$ cat config.mk
export PLATFORM = sky130hd
export DESIGN_NAME = tio_trigger_io_router
export DESIGN_NICKNAME = d
export VERILOG_FILES = /design/src/rtl/tio_pkg.sv /design/src/rtl/tio_trigger_io_router.sv
export SDC_FILE = /design/constraint.sdc
export NUM_CORES = 1
export LEC_CHECK = 0
export ABC_CLOCK_PERIOD_IN_PS = 2830
export BUFFER_PORTS_ARGS = -buffer_cell sky130_fd_sc_hd__clkbuf_2
export CAP_MARGIN = 20
export CORE_MARGIN = 1
export CORE_UTILIZATION = 46
export DETAILED_ROUTE_END_ITERATION = 6
export PLACE_DENSITY = 0.71
export RECOVER_POWER = 50
export SETUP_SLACK_MARGIN = 0.15
export SYNTH_ARGS = -nofsm -noshare
export SYNTH_HDL_FRONTEND = slang
export SYNTH_SLANG_ARGS = --single-unit
$ cat constraint.sdc
create_clock -name core_clk_i -period 2.83 [get_ports core_clk_i]
set_clock_uncertainty 0.05 [all_clocks]
set_input_delay 0.1415 -clock core_clk_i [delete_from_list [all_inputs] [get_ports core_clk_i]]
set_output_delay 0.1415 -clock core_clk_i [all_outputs]
set_load 0.005 [all_outputs]
$ cat src/rtl/tio_pkg.sv
// Package of constants for the trigger line router
package tio_pkg;
   localparam int TIO_LINES = 4;
   localparam int TIO_CHANNELS = 3;
   localparam int TIO_MEAS_W = 16;
   // Register offsets
   localparam logic [3:0] TIO_REG_CFG0 = 4'h0;
   localparam logic [3:0] TIO_REG_CFG1 = 4'h1;
   localparam logic [3:0] TIO_REG_CFG2 = 4'h2;
   localparam logic [3:0] TIO_REG_CFG3 = 4'h3;
   localparam logic [3:0] TIO_REG_VTH = 4'h4;
   localparam logic [3:0] TIO_REG_ITH = 4'h5;
   localparam logic [3:0] TIO_REG_STATUS = 4'h6;
   localparam logic [3:0] TIO_REG_CHREQ = 4'h7;
   // Line configuration field positions
   localparam int TIO_F_EN = 0;
   localparam int TIO_F_DIR = 1;
   localparam int TIO_F_POL = 2;
   localparam int TIO_F_CH_LO = 3;
   localparam int TIO_F_MODE_LO = 5;
   localparam int TIO_F_EVT_LO = 9;
   localparam logic [31:0] TIO_CFG_RESET = 32'h0000_0000;
   localparam logic [31:0] TIO_UNMAPPED = 32'h0000_0000;
   // Status field positions
   localparam int TIO_S_OUT_LO = 0;
   localparam int TIO_S_INH_LO = 4;
   localparam int TIO_S_SEQ = 8;
   localparam int TIO_S_LINE_LO = 12;
   // Channel request fields: bits 2:0 on, bits 6:4 off
   localparam int TIO_Q_ON_LO = 0;
   localparam int TIO_Q_OFF_LO = 4;
   // Input responses
   localparam logic [3:0] TIO_IN_ON = 4'h0;
   localparam logic [3:0] TIO_IN_OFF = 4'h1;
   localparam logic [3:0] TIO_IN_TOGGLE = 4'h2;
   localparam logic [3:0] TIO_IN_INHIBIT = 4'h3;
   localparam logic [3:0] TIO_IN_SEQ_LVL = 4'h4;
   localparam logic [3:0] TIO_IN_SEQ_PLS = 4'h5;
   // Output conditions
   localparam logic [3:0] TIO_OC_ON = 4'h0;
   localparam logic [3:0] TIO_OC_OFF = 4'h1;
   localparam logic [3:0] TIO_OC_FUSE = 4'h2;
   localparam logic [3:0] TIO_OC_CC = 4'h3;
   localparam logic [3:0] TIO_OC_VTH = 4'h4;
   localparam logic [3:0] TIO_OC_ITH = 4'h5;
   localparam logic [3:0] TIO_OC_CRIT = 4'h6;
   localparam logic [3:0] TIO_OC_SEQ = 4'h7;
   // Critical event selection
   localparam logic [1:0] TIO_EV_OV = 2'h0;
   localparam logic [1:0] TIO_EV_OP = 2'h1;
   localparam logic [1:0] TIO_EV_OT = 2'h2;
endpackage

$ cat src/rtl/tio_trigger_io_router.sv
// Four-line trigger router between trigger pins and channel control
//
// Chosen here: the address map and strobed register access.
module tio_trigger_io_router
   import tio_pkg::*;
#(
   parameter int LINES = TIO_LINES,
   parameter int CHANNELS = TIO_CHANNELS,
   parameter int MEAS_W = TIO_MEAS_W
) (
   // Clock and reset
   input wire logic core_clk_i,
   input wire logic rst_b_i,
   // Register port
   input wire logic [3:0] reg_addr_i,
   input wire logic [31:0] reg_wdata_i,
   input wire logic reg_wr_i,
   input wire logic reg_rd_i,
   output logic [31:0] reg_rdata_o,
   // Trigger pins
   input wire logic [LINES-1:0] trigger_line_i,
   output logic [LINES-1:0] trigger_line_o,
   output logic [LINES-1:0] trigger_line_oe_o,
   // Channel status from channel control
   input wire logic [CHANNELS-1:0] ch_fuse_trip_i,
   input wire logic [CHANNELS-1:0] constant_current_regulation_i,
   input wire logic [CHANNELS-1:0] over_voltage_event_i,
   input wire logic [CHANNELS-1:0] over_power_event_i,
   input wire logic [CHANNELS-1:0] over_temp_event_i,
   input wire logic [CHANNELS*MEAS_W-1:0] ch_voltage_i,
   input wire logic [CHANNELS*MEAS_W-1:0] ch_current_i,
   input wire logic waveform_sequencer_running_i,
   // Manual and remote output requests, one-cycle pulses
   input wire logic [CHANNELS-1:0] user_on_req_i,
   input wire logic [CHANNELS-1:0] user_off_req_i,
   // Channel control outputs
   output logic [CHANNELS-1:0] ch_output_on_o,
   output logic [CHANNELS-1:0] ch_inhibit_o,
   output logic waveform_sequencer_run_o,
   output logic waveform_sequencer_start_o
);

   initial begin
      if (LINES != TIO_LINES)
         $error("tio_trigger_io_router: the register map serves four lines only");
      if (CHANNELS != TIO_CHANNELS)
         $error("tio_trigger_io_router: the channel field selects three channels only");
      if (MEAS_W < 1 || MEAS_W > 32)
         $error("tio_trigger_io_router: measurement width must be 1 to 32 bits");
   end

   // Channel index 0..2 from the two-bit field; code 3 selects nothing
   function automatic logic [CHANNELS-1:0] ch_onehot(input logic [1:0] sel);
      logic [CHANNELS-1:0] v;
      v = '0;
      if (sel < 2'd3)
         v[sel] = 1'b1;
      return v;
   endfunction

   // Field decoders shared by the input, output and pin logic
   function automatic logic cfg_in(input logic [31:0] cfg);
      return cfg[TIO_F_EN] && !cfg[TIO_F_DIR];
   endfunction

   function automatic logic cfg_out(input logic [31:0] cfg);
      return cfg[TIO_F_EN] && cfg[TIO_F_DIR];
   endfunction

   function automatic logic [1:0] cfg_ch(input logic [31:0] cfg);
      return cfg[TIO_F_CH_LO +: 2];
   endfunction

   function automatic logic [3:0] cfg_mode(input logic [31:0] cfg);
      return cfg[TIO_F_MODE_LO +: 4];
   endfunction

   // One channel's measurement out of the packed bus; no channel gives zero
   function automatic logic [MEAS_W-1:0] meas_pick(input logic [CHANNELS*MEAS_W-1:0] bus,
      input logic [CHANNELS-1:0] sel);
      logic [MEAS_W-1:0] m;
      m = '0;
      for (int c = 0; c < CHANNELS; c++)
         if (sel[c])
            m = bus[c*MEAS_W +: MEAS_W];
      return m;
   endfunction

   // Status word: output states, inhibits, sequencer run, synchronised pins
   function automatic logic [31:0] status_word(input logic [CHANNELS-1:0] on,
      input logic [CHANNELS-1:0] inh, input logic run, input logic [LINES-1:0] lvl);
      logic [31:0] w;
      w = '0;
      w[TIO_S_OUT_LO +: CHANNELS] = on;
      w[TIO_S_INH_LO +: CHANNELS] = inh;
      w[TIO_S_SEQ] = run;
      w[TIO_S_LINE_LO +: LINES] = lvl;
      return w;
   endfunction

   logic [31:0] cfg_r [LINES];
   logic [MEAS_W-1:0] vth_r;
   logic [MEAS_W-1:0] ith_r;
   logic [LINES-1:0] sync1_r;
   logic [LINES-1:0] sync2_r;
   logic [LINES-1:0] act_prev_r;
   logic [CHANNELS-1:0] out_on_r;
   logic [CHANNELS-1:0] inhibit_r;
   logic seq_run_r;
   logic seq_start_r;
   logic [LINES-1:0] pin_r;
   logic [LINES-1:0] oe_r;
   logic [31:0] rdata_r;
   logic [31:0] chreq_nxt;

   logic [LINES-1:0] in_act;
   logic [LINES-1:0] in_edge;
   logic [LINES-1:0] out_cond;
   logic [CHANNELS-1:0] force_on;
   logic [CHANNELS-1:0] force_off;
   logic [CHANNELS-1:0] toggle_ev;
   logic [CHANNELS-1:0] inhibit_nxt;
   logic [CHANNELS-1:0] sw_on;
   logic [CHANNELS-1:0] sw_off;
   logic seq_lvl;
   logic seq_pls;

   // Line configuration words
   always_ff @(posedge core_clk_i or negedge rst_b_i) begin
      if (!rst_b_i) begin
         for (int i = 0; i < LINES; i++)
            cfg_r[i] <= TIO_CFG_RESET;
      end else if (reg_wr_i) begin
         for (int i = 0; i < LINES; i++)
            if (reg_addr_i == TIO_REG_CFG0 + 4'(i))
               cfg_r[i] <= reg_wdata_i;
      end
   end

   // Thresholds; only the low MEAS_W bits of the word are kept
   always_ff @(posedge core_clk_i or negedge rst_b_i) begin
      if (!rst_b_i) begin
         vth_r <= '0;
         ith_r <= '0;
      end else if (reg_wr_i) begin
         if (reg_addr_i == TIO_REG_VTH)
            vth_r <= reg_wdata_i[MEAS_W-1:0];
         if (reg_addr_i == TIO_REG_ITH)
            ith_r <= reg_wdata_i[MEAS_W-1:0];
      end
   end

   // Software output requests through the register port or request pins
   always_comb begin
      chreq_nxt = '0;
      if (reg_wr_i && reg_addr_i == TIO_REG_CHREQ)
         chreq_nxt = reg_wdata_i;
      sw_on = user_on_req_i | chreq_nxt[TIO_Q_ON_LO +: CHANNELS];
      sw_off = user_off_req_i | chreq_nxt[TIO_Q_OFF_LO +: CHANNELS];
   end

   // Two-flop synchroniser, first stage read only by the second
   always_ff @(posedge core_clk_i or negedge rst_b_i) begin
      if (!rst_b_i) begin
         sync1_r <= '0;
         sync2_r <= '0;
      end else begin
         sync1_r <= trigger_line_i;
         sync2_r <= sync1_r;
      end
   end

   // Active level per input line, zero when disabled or an output
   always_comb begin
      for (int i = 0; i < LINES; i++) begin
         in_act[i] = cfg_in(cfg_r[i])
            && (sync2_r[i] ^ cfg_r[i][TIO_F_POL]);
         in_edge[i] = in_act[i] && !act_prev_r[i];
      end
   end

   always_ff @(posedge core_clk_i or negedge rst_b_i) begin
      if (!rst_b_i)
         act_prev_r <= '0;
      else
         act_prev_r <= in_act;
   end

   // Fold input lines into per-channel actions
   always_comb begin
      logic [CHANNELS-1:0] sel;
      logic [3:0] mode;
      sel = '0;
      mode = '0;
      force_on = '0;
      force_off = '0;
      toggle_ev = '0;
      inhibit_nxt = '0;
      seq_lvl = 1'b0;
      seq_pls = 1'b0;
      for (int i = 0; i < LINES; i++) begin
         sel = ch_onehot(cfg_ch(cfg_r[i]));
         mode = cfg_mode(cfg_r[i]);
         case (mode)
            TIO_IN_ON: if (in_act[i]) force_on = force_on | sel;
            TIO_IN_OFF: if (in_act[i]) force_off = force_off | sel;
            TIO_IN_TOGGLE: if (in_edge[i]) toggle_ev = toggle_ev ^ sel;
            TIO_IN_INHIBIT: if (in_act[i]) inhibit_nxt = inhibit_nxt | sel;
            TIO_IN_SEQ_LVL: if (in_act[i] && sel[0]) seq_lvl = 1'b1;
            TIO_IN_SEQ_PLS: if (in_edge[i] && sel[0]) seq_pls = 1'b1;
            default: ;
         endcase
      end
   end

   // Inhibit follows the inhibit lines directly, no clearing action needed
   always_ff @(posedge core_clk_i or negedge rst_b_i) begin
      if (!rst_b_i)
         inhibit_r <= '0;
      else
         inhibit_r <= inhibit_nxt;
   end

   // Channel output state; inhibit and off beat on, any trigger action on a channel beats software requests
   always_ff @(posedge core_clk_i or negedge rst_b_i) begin
      if (!rst_b_i) begin
         out_on_r <= '0;
      end else begin
         for (int c = 0; c < CHANNELS; c++) begin
            if (inhibit_nxt[c])
               out_on_r[c] <= 1'b0;
            else if (force_off[c])
               out_on_r[c] <= 1'b0;
            else if (force_on[c])
               out_on_r[c] <= 1'b1;
            else if (toggle_ev[c])
               out_on_r[c] <= !out_on_r[c];
            else if (sw_off[c])
               out_on_r[c] <= 1'b0;
            else if (sw_on[c])
               out_on_r[c] <= 1'b1;
         end
      end
   end

   // Level start runs the sequencer for as long as the line stays active
   always_ff @(posedge core_clk_i or negedge rst_b_i) begin
      if (!rst_b_i)
         seq_run_r <= 1'b0;
      else
         seq_run_r <= seq_lvl;
   end

   // A pulse gives a one-cycle start; the sequencer must latch it itself
   always_ff @(posedge core_clk_i or negedge rst_b_i) begin
      if (!rst_b_i)
         seq_start_r <= 1'b0;
      else
         seq_start_r <= seq_pls;
   end

   // Output conditions per line
   always_comb begin
      logic [CHANNELS-1:0] sel;
      logic [MEAS_W-1:0] v;
      logic [MEAS_W-1:0] a;
      logic crit;
      logic [1:0] idx;
      sel = '0;
      v = '0;
      a = '0;
      crit = 1'b0;
      idx = '0;
      for (int i = 0; i < LINES; i++) begin
         idx = cfg_ch(cfg_r[i]);
         sel = ch_onehot(idx);
         v = meas_pick(ch_voltage_i, sel);
         a = meas_pick(ch_current_i, sel);
         case (cfg_r[i][TIO_F_EVT_LO +: 2])
            TIO_EV_OV: crit = |(over_voltage_event_i & sel);
            TIO_EV_OP: crit = |(over_power_event_i & sel);
            TIO_EV_OT: crit = |(over_temp_event_i & sel);
            default: crit = 1'b0;
         endcase
         case (cfg_mode(cfg_r[i]))
            TIO_OC_ON: out_cond[i] = |(out_on_r & sel);
            TIO_OC_OFF: out_cond[i] = |(~out_on_r & sel);
            TIO_OC_FUSE: out_cond[i] = |(ch_fuse_trip_i & sel);
            TIO_OC_CC: out_cond[i] = |(constant_current_regulation_i & sel);
            TIO_OC_VTH: out_cond[i] = (|sel) && (v >= vth_r);
            TIO_OC_ITH: out_cond[i] = (|sel) && (a >= ith_r);
            TIO_OC_CRIT: out_cond[i] = crit;
            TIO_OC_SEQ: out_cond[i] = waveform_sequencer_running_i;
            default: out_cond[i] = 1'b0;
         endcase
      end
   end

   // Pin enables; a line not enabled as output releases the pin
   always_ff @(posedge core_clk_i or negedge rst_b_i) begin
      if (!rst_b_i) begin
         oe_r <= '0;
      end else begin
         for (int i = 0; i < LINES; i++)
            oe_r[i] <= cfg_out(cfg_r[i]);
      end
   end

   // Pin values; an idle line rests at its inactive level
   always_ff @(posedge core_clk_i or negedge rst_b_i) begin
      if (!rst_b_i) begin
         pin_r <= '0;
      end else begin
         for (int i = 0; i < LINES; i++)
            if (cfg_out(cfg_r[i]))
               pin_r[i] <= out_cond[i] ^ cfg_r[i][TIO_F_POL];
            else
               pin_r[i] <= cfg_r[i][TIO_F_POL];
      end
   end

   // Register reads, data valid the cycle after the strobe
   always_ff @(posedge core_clk_i or negedge rst_b_i) begin
      if (!rst_b_i) begin
         rdata_r <= '0;
      end else if (reg_rd_i) begin
         case (reg_addr_i)
            TIO_REG_CFG0: rdata_r <= cfg_r[0];
            TIO_REG_CFG1: rdata_r <= cfg_r[1];
            TIO_REG_CFG2: rdata_r <= cfg_r[2];
            TIO_REG_CFG3: rdata_r <= cfg_r[3];
            TIO_REG_VTH: rdata_r <= 32'(vth_r);
            TIO_REG_ITH: rdata_r <= 32'(ith_r);
            TIO_REG_STATUS: rdata_r <= status_word(out_on_r, inhibit_r, seq_run_r, sync2_r);
            default: rdata_r <= TIO_UNMAPPED;
         endcase
      end else begin
         rdata_r <= '0;
      end
   end

   assign reg_rdata_o = rdata_r;
   assign trigger_line_o = pin_r;
   assign trigger_line_oe_o = oe_r;
   assign ch_output_on_o = out_on_r;
   assign ch_inhibit_o = inhibit_r;
   assign waveform_sequencer_run_o = seq_run_r;
   assign waveform_sequencer_start_o = seq_start_r;

endmodule

# ---- Yosys cells after proc, flatten, opt, wreduce, memory -nomap -nowiden
# Cells that the tools add are included.
dict set report totals {
  regBits 220
  input_bits 162
  out_inout_bits 48
  elab_cells 345
}
dict set report classes {
  order_cmp 20
  n_eq_ne 43
  n_mux 115
  bitwise_logic 51
  reduce_logical 98
}
# operator n
set op_table {}
lappend op_table {{$mux 16} 24}
lappend op_table {{$pmux 32 s7} 1}
lappend op_table {{$ge 16x16->1} 8}
lappend op_table {{$mux 3} 34}
lappend op_table {{$reduce_or 3->1} 32}
lappend op_table {{$and 3x3->3} 28}
lappend op_table {{$eq 4x3->1 const B} 20}
lappend op_table {{$mux 1} 42}
lappend op_table {{$eq 4x2->1 const B} 10}
lappend op_table {{$logic_and 1x1->1} 37}
lappend op_table {{$or 3x3->3} 11}
lappend op_table {{$mux 32} 1}
lappend op_table {{$pmux 1 s8} 4}
lappend op_table {{$eq 4x1->1 const B} 5}
lappend op_table {{$logic_not 4->1} 5}
lappend op_table {{$reduce_bool 6->1} 3}
lappend op_table {{$lt 2x3->1 const B} 4}
lappend op_table {{$pmux 1 s3} 4}
lappend op_table {{$reduce_and 2->1} 6}
lappend op_table {{$logic_not 1->1} 11}
lappend op_table {{$xor 3x3->3} 3}
lappend op_table {{$demux 1 s2} 4}
lappend op_table {{$eq 2x1->1 const B} 4}
lappend op_table {{$eq 2x2->1 const B} 4}
lappend op_table {{other kinds (6)} 22}

# ---- Depth between registers and ports, before layout
dict set report depth {
  ltp_word 20
  ltp_mapped 14
  ltp_nobuf 11
}

# ---- Worst setup path before layout
# No wires, ideal clock.
dict set report synth_path {
  path_kind {reg-to-reg}
  startpoint {register cfg_r[67] in the netlist's numbering}
  endpoint {register pin_r[1], in the netlist trigger_line_o[1]}
  setup_time_ns 0.137
  arrival_ns 2.938
  t_required_ns 2.643
  slack_ns -0.294
  stages_incl_launch_ff 14
  n_path_buf 3
  synth_period_minus_slack_ns 3.124
  path_cell_list {dfrtp_1 buf_2 buf_1 buf_2 mux2i_1 o21ai_0 ha_1 a21oi_1 a31oi_1 a2111oi_0 nor2_1 o311ai_0 o32ai_1 xor2_1}
}
dict set report synth_between {
  elab_chain_len 13
  elab_cells_between_ends 36
  classes_between {5 x order compare; 12 x mux; 8 x bitwise; 11 x reduce/logical}
}
# element line
set synth_rtl {}
lappend synth_rtl {{from (decl)} tio_trigger_io_router.sv:101} ;# logic [31:0] cfg_r [LINES];
lappend synth_rtl {{from (signal, indexed assignment)} tio_trigger_io_router.sv:136} ;# cfg_r[i] <= reg_wdata_i;
lappend synth_rtl {{$lt 2x3->1 (implied by the code) or $ge 2x1->1 (tied branches)} tio_trigger_io_router.sv:57} ;# v[sel] = 1'b1;
lappend synth_rtl {{$logic_and 1x1->1 (implied by the code)} tio_trigger_io_router.sv:57}
lappend synth_rtl {{$mux 1 (implied by the code)} tio_trigger_io_router.sv:57}
lappend synth_rtl {{$demux 1 s2} tio_trigger_io_router.sv:57}
lappend synth_rtl {{$mux 3 (*)} tio_trigger_io_router.sv:56} ;# if (sel < 2'd3)
lappend synth_rtl {{$mux 16 (3 in series)} tio_trigger_io_router.sv:84} ;# if (sel[c])
lappend synth_rtl {{$ge 16x16->1 (on tied branches)} {tio_trigger_io_router.sv:291, tio_trigger_io_router.sv:290}}
lappend synth_rtl {{$logic_and 1x1->1 (on tied branches)} {tio_trigger_io_router.sv:291, tio_trigger_io_router.sv:290}}
lappend synth_rtl {{$pmux 1 s8 (*)} tio_trigger_io_router.sv:285} ;# case (cfg_mode(cfg_r[i]))
lappend synth_rtl {{$xor 1x1->1 (*)} tio_trigger_io_router.sv:316} ;# pin_r[i] <= out_cond[i] ^ cfg_r[i][TIO_F_POL];
lappend synth_rtl {{$mux 1 (*)} tio_trigger_io_router.sv:315} ;# if (cfg_out(cfg_r[i]))
lappend synth_rtl {{to (signal, indexed assignment)} tio_trigger_io_router.sv:316}
lappend synth_rtl {{to (signal, indexed assignment)} tio_trigger_io_router.sv:318} ;# pin_r[i] <= cfg_r[i][TIO_F_POL];
lappend synth_rtl {{to (decl)} tio_trigger_io_router.sv:111} ;# logic [LINES-1:0] pin_r;
# Every way passes the cells marked *; elsewhere a longest branch is shown, timed or not.
# A chain may end at the register's enable or synchronous reset.

# ---- Worst setup path in the final report
# Same ends and word-level chain as after synthesis.

==> metrics.txt <==
crit-path cells buf_12 -> buf_12 -> buf_12 -> mux2i_1 -> o21ai_1 -> ha_1 -> a2111oi_2 -> a21oi_1 -> nor4b_4 -> o311ai_2 -> o32ai_2 -> xor2_1; num rows 67; Max-slew headroom -57.4%; Setup crit start cfg_r[67]; worst hold slack 0.0176 ns; DRT antenna net count 0; Hold WC Path Type input pin to flip-flop; routability cong. 1.02; reg2reg start cfg_r[67]; core footprint 33,500 sq um; Worst path slowest cell dfrtp_2; Slew @ Worst Pin 2.36 ns; Synth area leaders dfrtp_1 35%, ha_1 10%, mux2_2 9.8%; unrepaired setup endpoints after global routing yes; Post-Route WL 58,500 microns; syn_nets 1,928; top-area cell type share of the netlist area 35.1%; reg2reg setup slack -0.21 ns; vias per inst 6.25; FILL cells 2,836; post-synthesis sequential area ratio 35.1%; area grow syn2layout 27.9%; Synth Instances 1,638; largest net degree at the start of global routing 100; vias in the first global route 15,252; Synth top cells by count 220 x dfrtp_1, 194 x nand2_1, 172 x o21ai_0; period utilisation layout 107%; DRC Markers 24; dominant cell type by area after synthesis dfrtp_1; initial antenna violation count 3; Final WS setup -0.206 ns; Synth cell types 71; nets@finish 2,255; FF+latch count, synth 220; number of enable flip-flop cells after synthesis 0; worst r2r path cells 12; via count 15,190; Avg WL per Cell 24.1 microns; Storage cell area 5510 sq um; RR Endpoint trigger_line_o[1]; gr usage total 33.0%; status finished with violations; WP data required 3.19 ns; Pre-Repair DR Iteration Count 7; hpwl dp 41,600 microns; Starting Density 46.7%; H-tree level count 1; CTS Root Cell clkbuf_16; average size of a mapped cell 9.57 sq um; post-route setup TNS -0.427 ns; fraction of registers with async set/reset 100%; Final min period 3.04 ns; Num CTS Buffers 23; WP data arrival 3.39 ns; count leader, synth dfrtp_1; kind of critical path flip-flop to flip-flop; Ys Warns 0; GRT overflow 0; ratio of cells with drive above 1 in the final layout 30.7%; Multi-input gate area 9900 sq um; Ports 210; Die Span Y 187 microns; Max Root-Sink Buffers 3; clk sinks 220; Critical Path Fanout Max 7; count of final hold-check violations 0; critical path's most frequent cell buf_12; first-pass GRT wire length 89,500 microns; Buffers on Ports 209; Peak VDD IR 0.599 mV; cell area after synthesis 15,700 sq um; Max Cap Viol 2; Setup crit end trigger_line_o[1]; final setup fails 3; clk slew on worst S/H paths 0.07 ns; hold depth 4; critical path startpoint category flip-flop; Leak 9.04 nW; Slew Limit Fails 131; crit end category flip-flop; die footprint 34,800 sq um; violated checks DRC, capacitance limit, slew limit, setup timing; CTS tree built; clk_lat worst skew 0.54 ns; Achievable Freq 0.329 GHz; Main synth FF type dfrtp_1; Die X-Extent 187 microns; CP max stage delay 0.45 ns; PwrDens 728 nW/um^2; 1st-iter DRT viols 1,602
[stage by stage]
step,cells,setup slack (ns),cell area [sq um],power [mW],util (%)
after floorplan,1638,0.115,15700,7.76,-
after global routing,2430,-0.225,20000,15.3,59.7
after detailed placement,2307,-0.628,17900,10.0,53.3
after CTS,2415,-0.0587,19800,14.1,59.0
after global placement,2307,-0.603,17900,9.85,53.3
final,2431,-0.206,20000,14.6,59.8
[timing repair]
action	in CTS	in global routing
endpoints found under the setup margin	4	4
hold endpoints to repair	247	0
pin swaps	31	31
hold buffers	37	0
gates resized for setup	96	54
setup buffers	24	12
cloned	6	2
[critical path: cells and delay by family (launching register included)]
family	cells	cell delay, ns
compound gates	5	1.23
xor+xnor	1	0.17
fa+ha+maj	1	0.30
buf+inv	3	0.42
flops	1	0.45
mux	1	0.11
simple gates	1	0.16
[cell type report]
| cell class | count | area share (%) |
|---|---|---|
| Clock inverter | 11 | 0.905 |
| Multi-Input combinational cell | 1269 | 49.4 |
| Inverter | 44 | 0.824 |
| Sequential cell | 220 | 27.5 |
| Tap cell | 448 | 2.80 |
| Timing Repair Buffer | 407 | 15.3 |
| Clock buffer | 30 | 3.25 |
| Antenna cell | 2 | 0.0250 |
[worst min path at each step]
| stage | from | end |
|---|---|---|
| 4_1_cts | user_off_req_i[2] | ch_output_on_o[2] |
| 2_1_floorplan | rst_b_i | act_prev_r[0] |
| 6_report | user_off_req_i[2] | ch_output_on_o[2] |
| 5_1_grt | user_off_req_i[2] | ch_output_on_o[2] |
| 3_3_place_gp | rst_b_i | reg_rdata_o[11] |
| 3_5_place_dp | rst_b_i | cfg_r[107] |
[flip-flops by register name, summed over array words and instances, names as in the netlist]
register / cells
act_prev_r: 4
cfg_r: 128
ch_inhibit_o: 3
ch_output_on_o: 3
ith_r: 16
reg_rdata_o: 32
sync1_r: 4
sync2_r: 4
trigger_line_o: 4
trigger_line_oe_o: 4
vth_r: 16
waveform_sequencer_run_o: 1
waveform_sequencer_start_o: 1
[cells in the final DEF (no fill, tap or decap), types with 8 or more instances in the layout]
cell type / n
buf_6: 8
buf_12: 21
mux2_1: 11
nand2b_1: 18
ha_1: 125
buf_4: 114
nand2_1: 193
nor3_1: 15
dfrtp_1: 216
a21oi_2: 10
nand3_1: 20
a31oi_1: 17
clkbuf_16: 25
nor2_1: 60
mux2i_1: 148
a21oi_1: 58
o21ai_0: 126
nand3b_1: 8
xor2_1: 9
o21ai_2: 9
clkbuf_1: 14
nor4_1: 11
a211oi_1: 10
clkbuf_2: 203
o21ai_1: 38
mux2_2: 137
dlygate4sd3_1: 37
xnor2_1: 12
a222oi_1: 11
inv_1: 44
nand4_1: 17
a22oi_1: 71
o211ai_1: 11
[report_power, final]
group	leakage [nW]	switching, mW	internal, mW	total [mW]
clock network	0.401	1.33	2.00	3.33
registers	2.75	0.667	3.75	4.42
logic	5.88	3.68	3.15	6.83
[layer usage]
metal  vias up  track usage [%]  part of all wire, %  wire, microns
met5         -                0                0.024             14
met4         2             18.5                  6.4           3730
met3       239             6.43                  8.6           5020
met2       801             52.5                   45          26400
met1      7397             42.1                   40          23400
li1       6751                -                    -              -
[logic make-up after synthesis]
family / Yosys count / synth area share, %
xor+xnor: 21 / 1.22
fa+ha+maj: 128 / 10.2
buf+inv: 149 / 3.97
flops: 220 / 35.1
mux: 299 / 20.3
simple gates: 392 / 12.1
compound gates: 429 / 17.1
No activity file was read; power rests on OpenSTA's default activity.
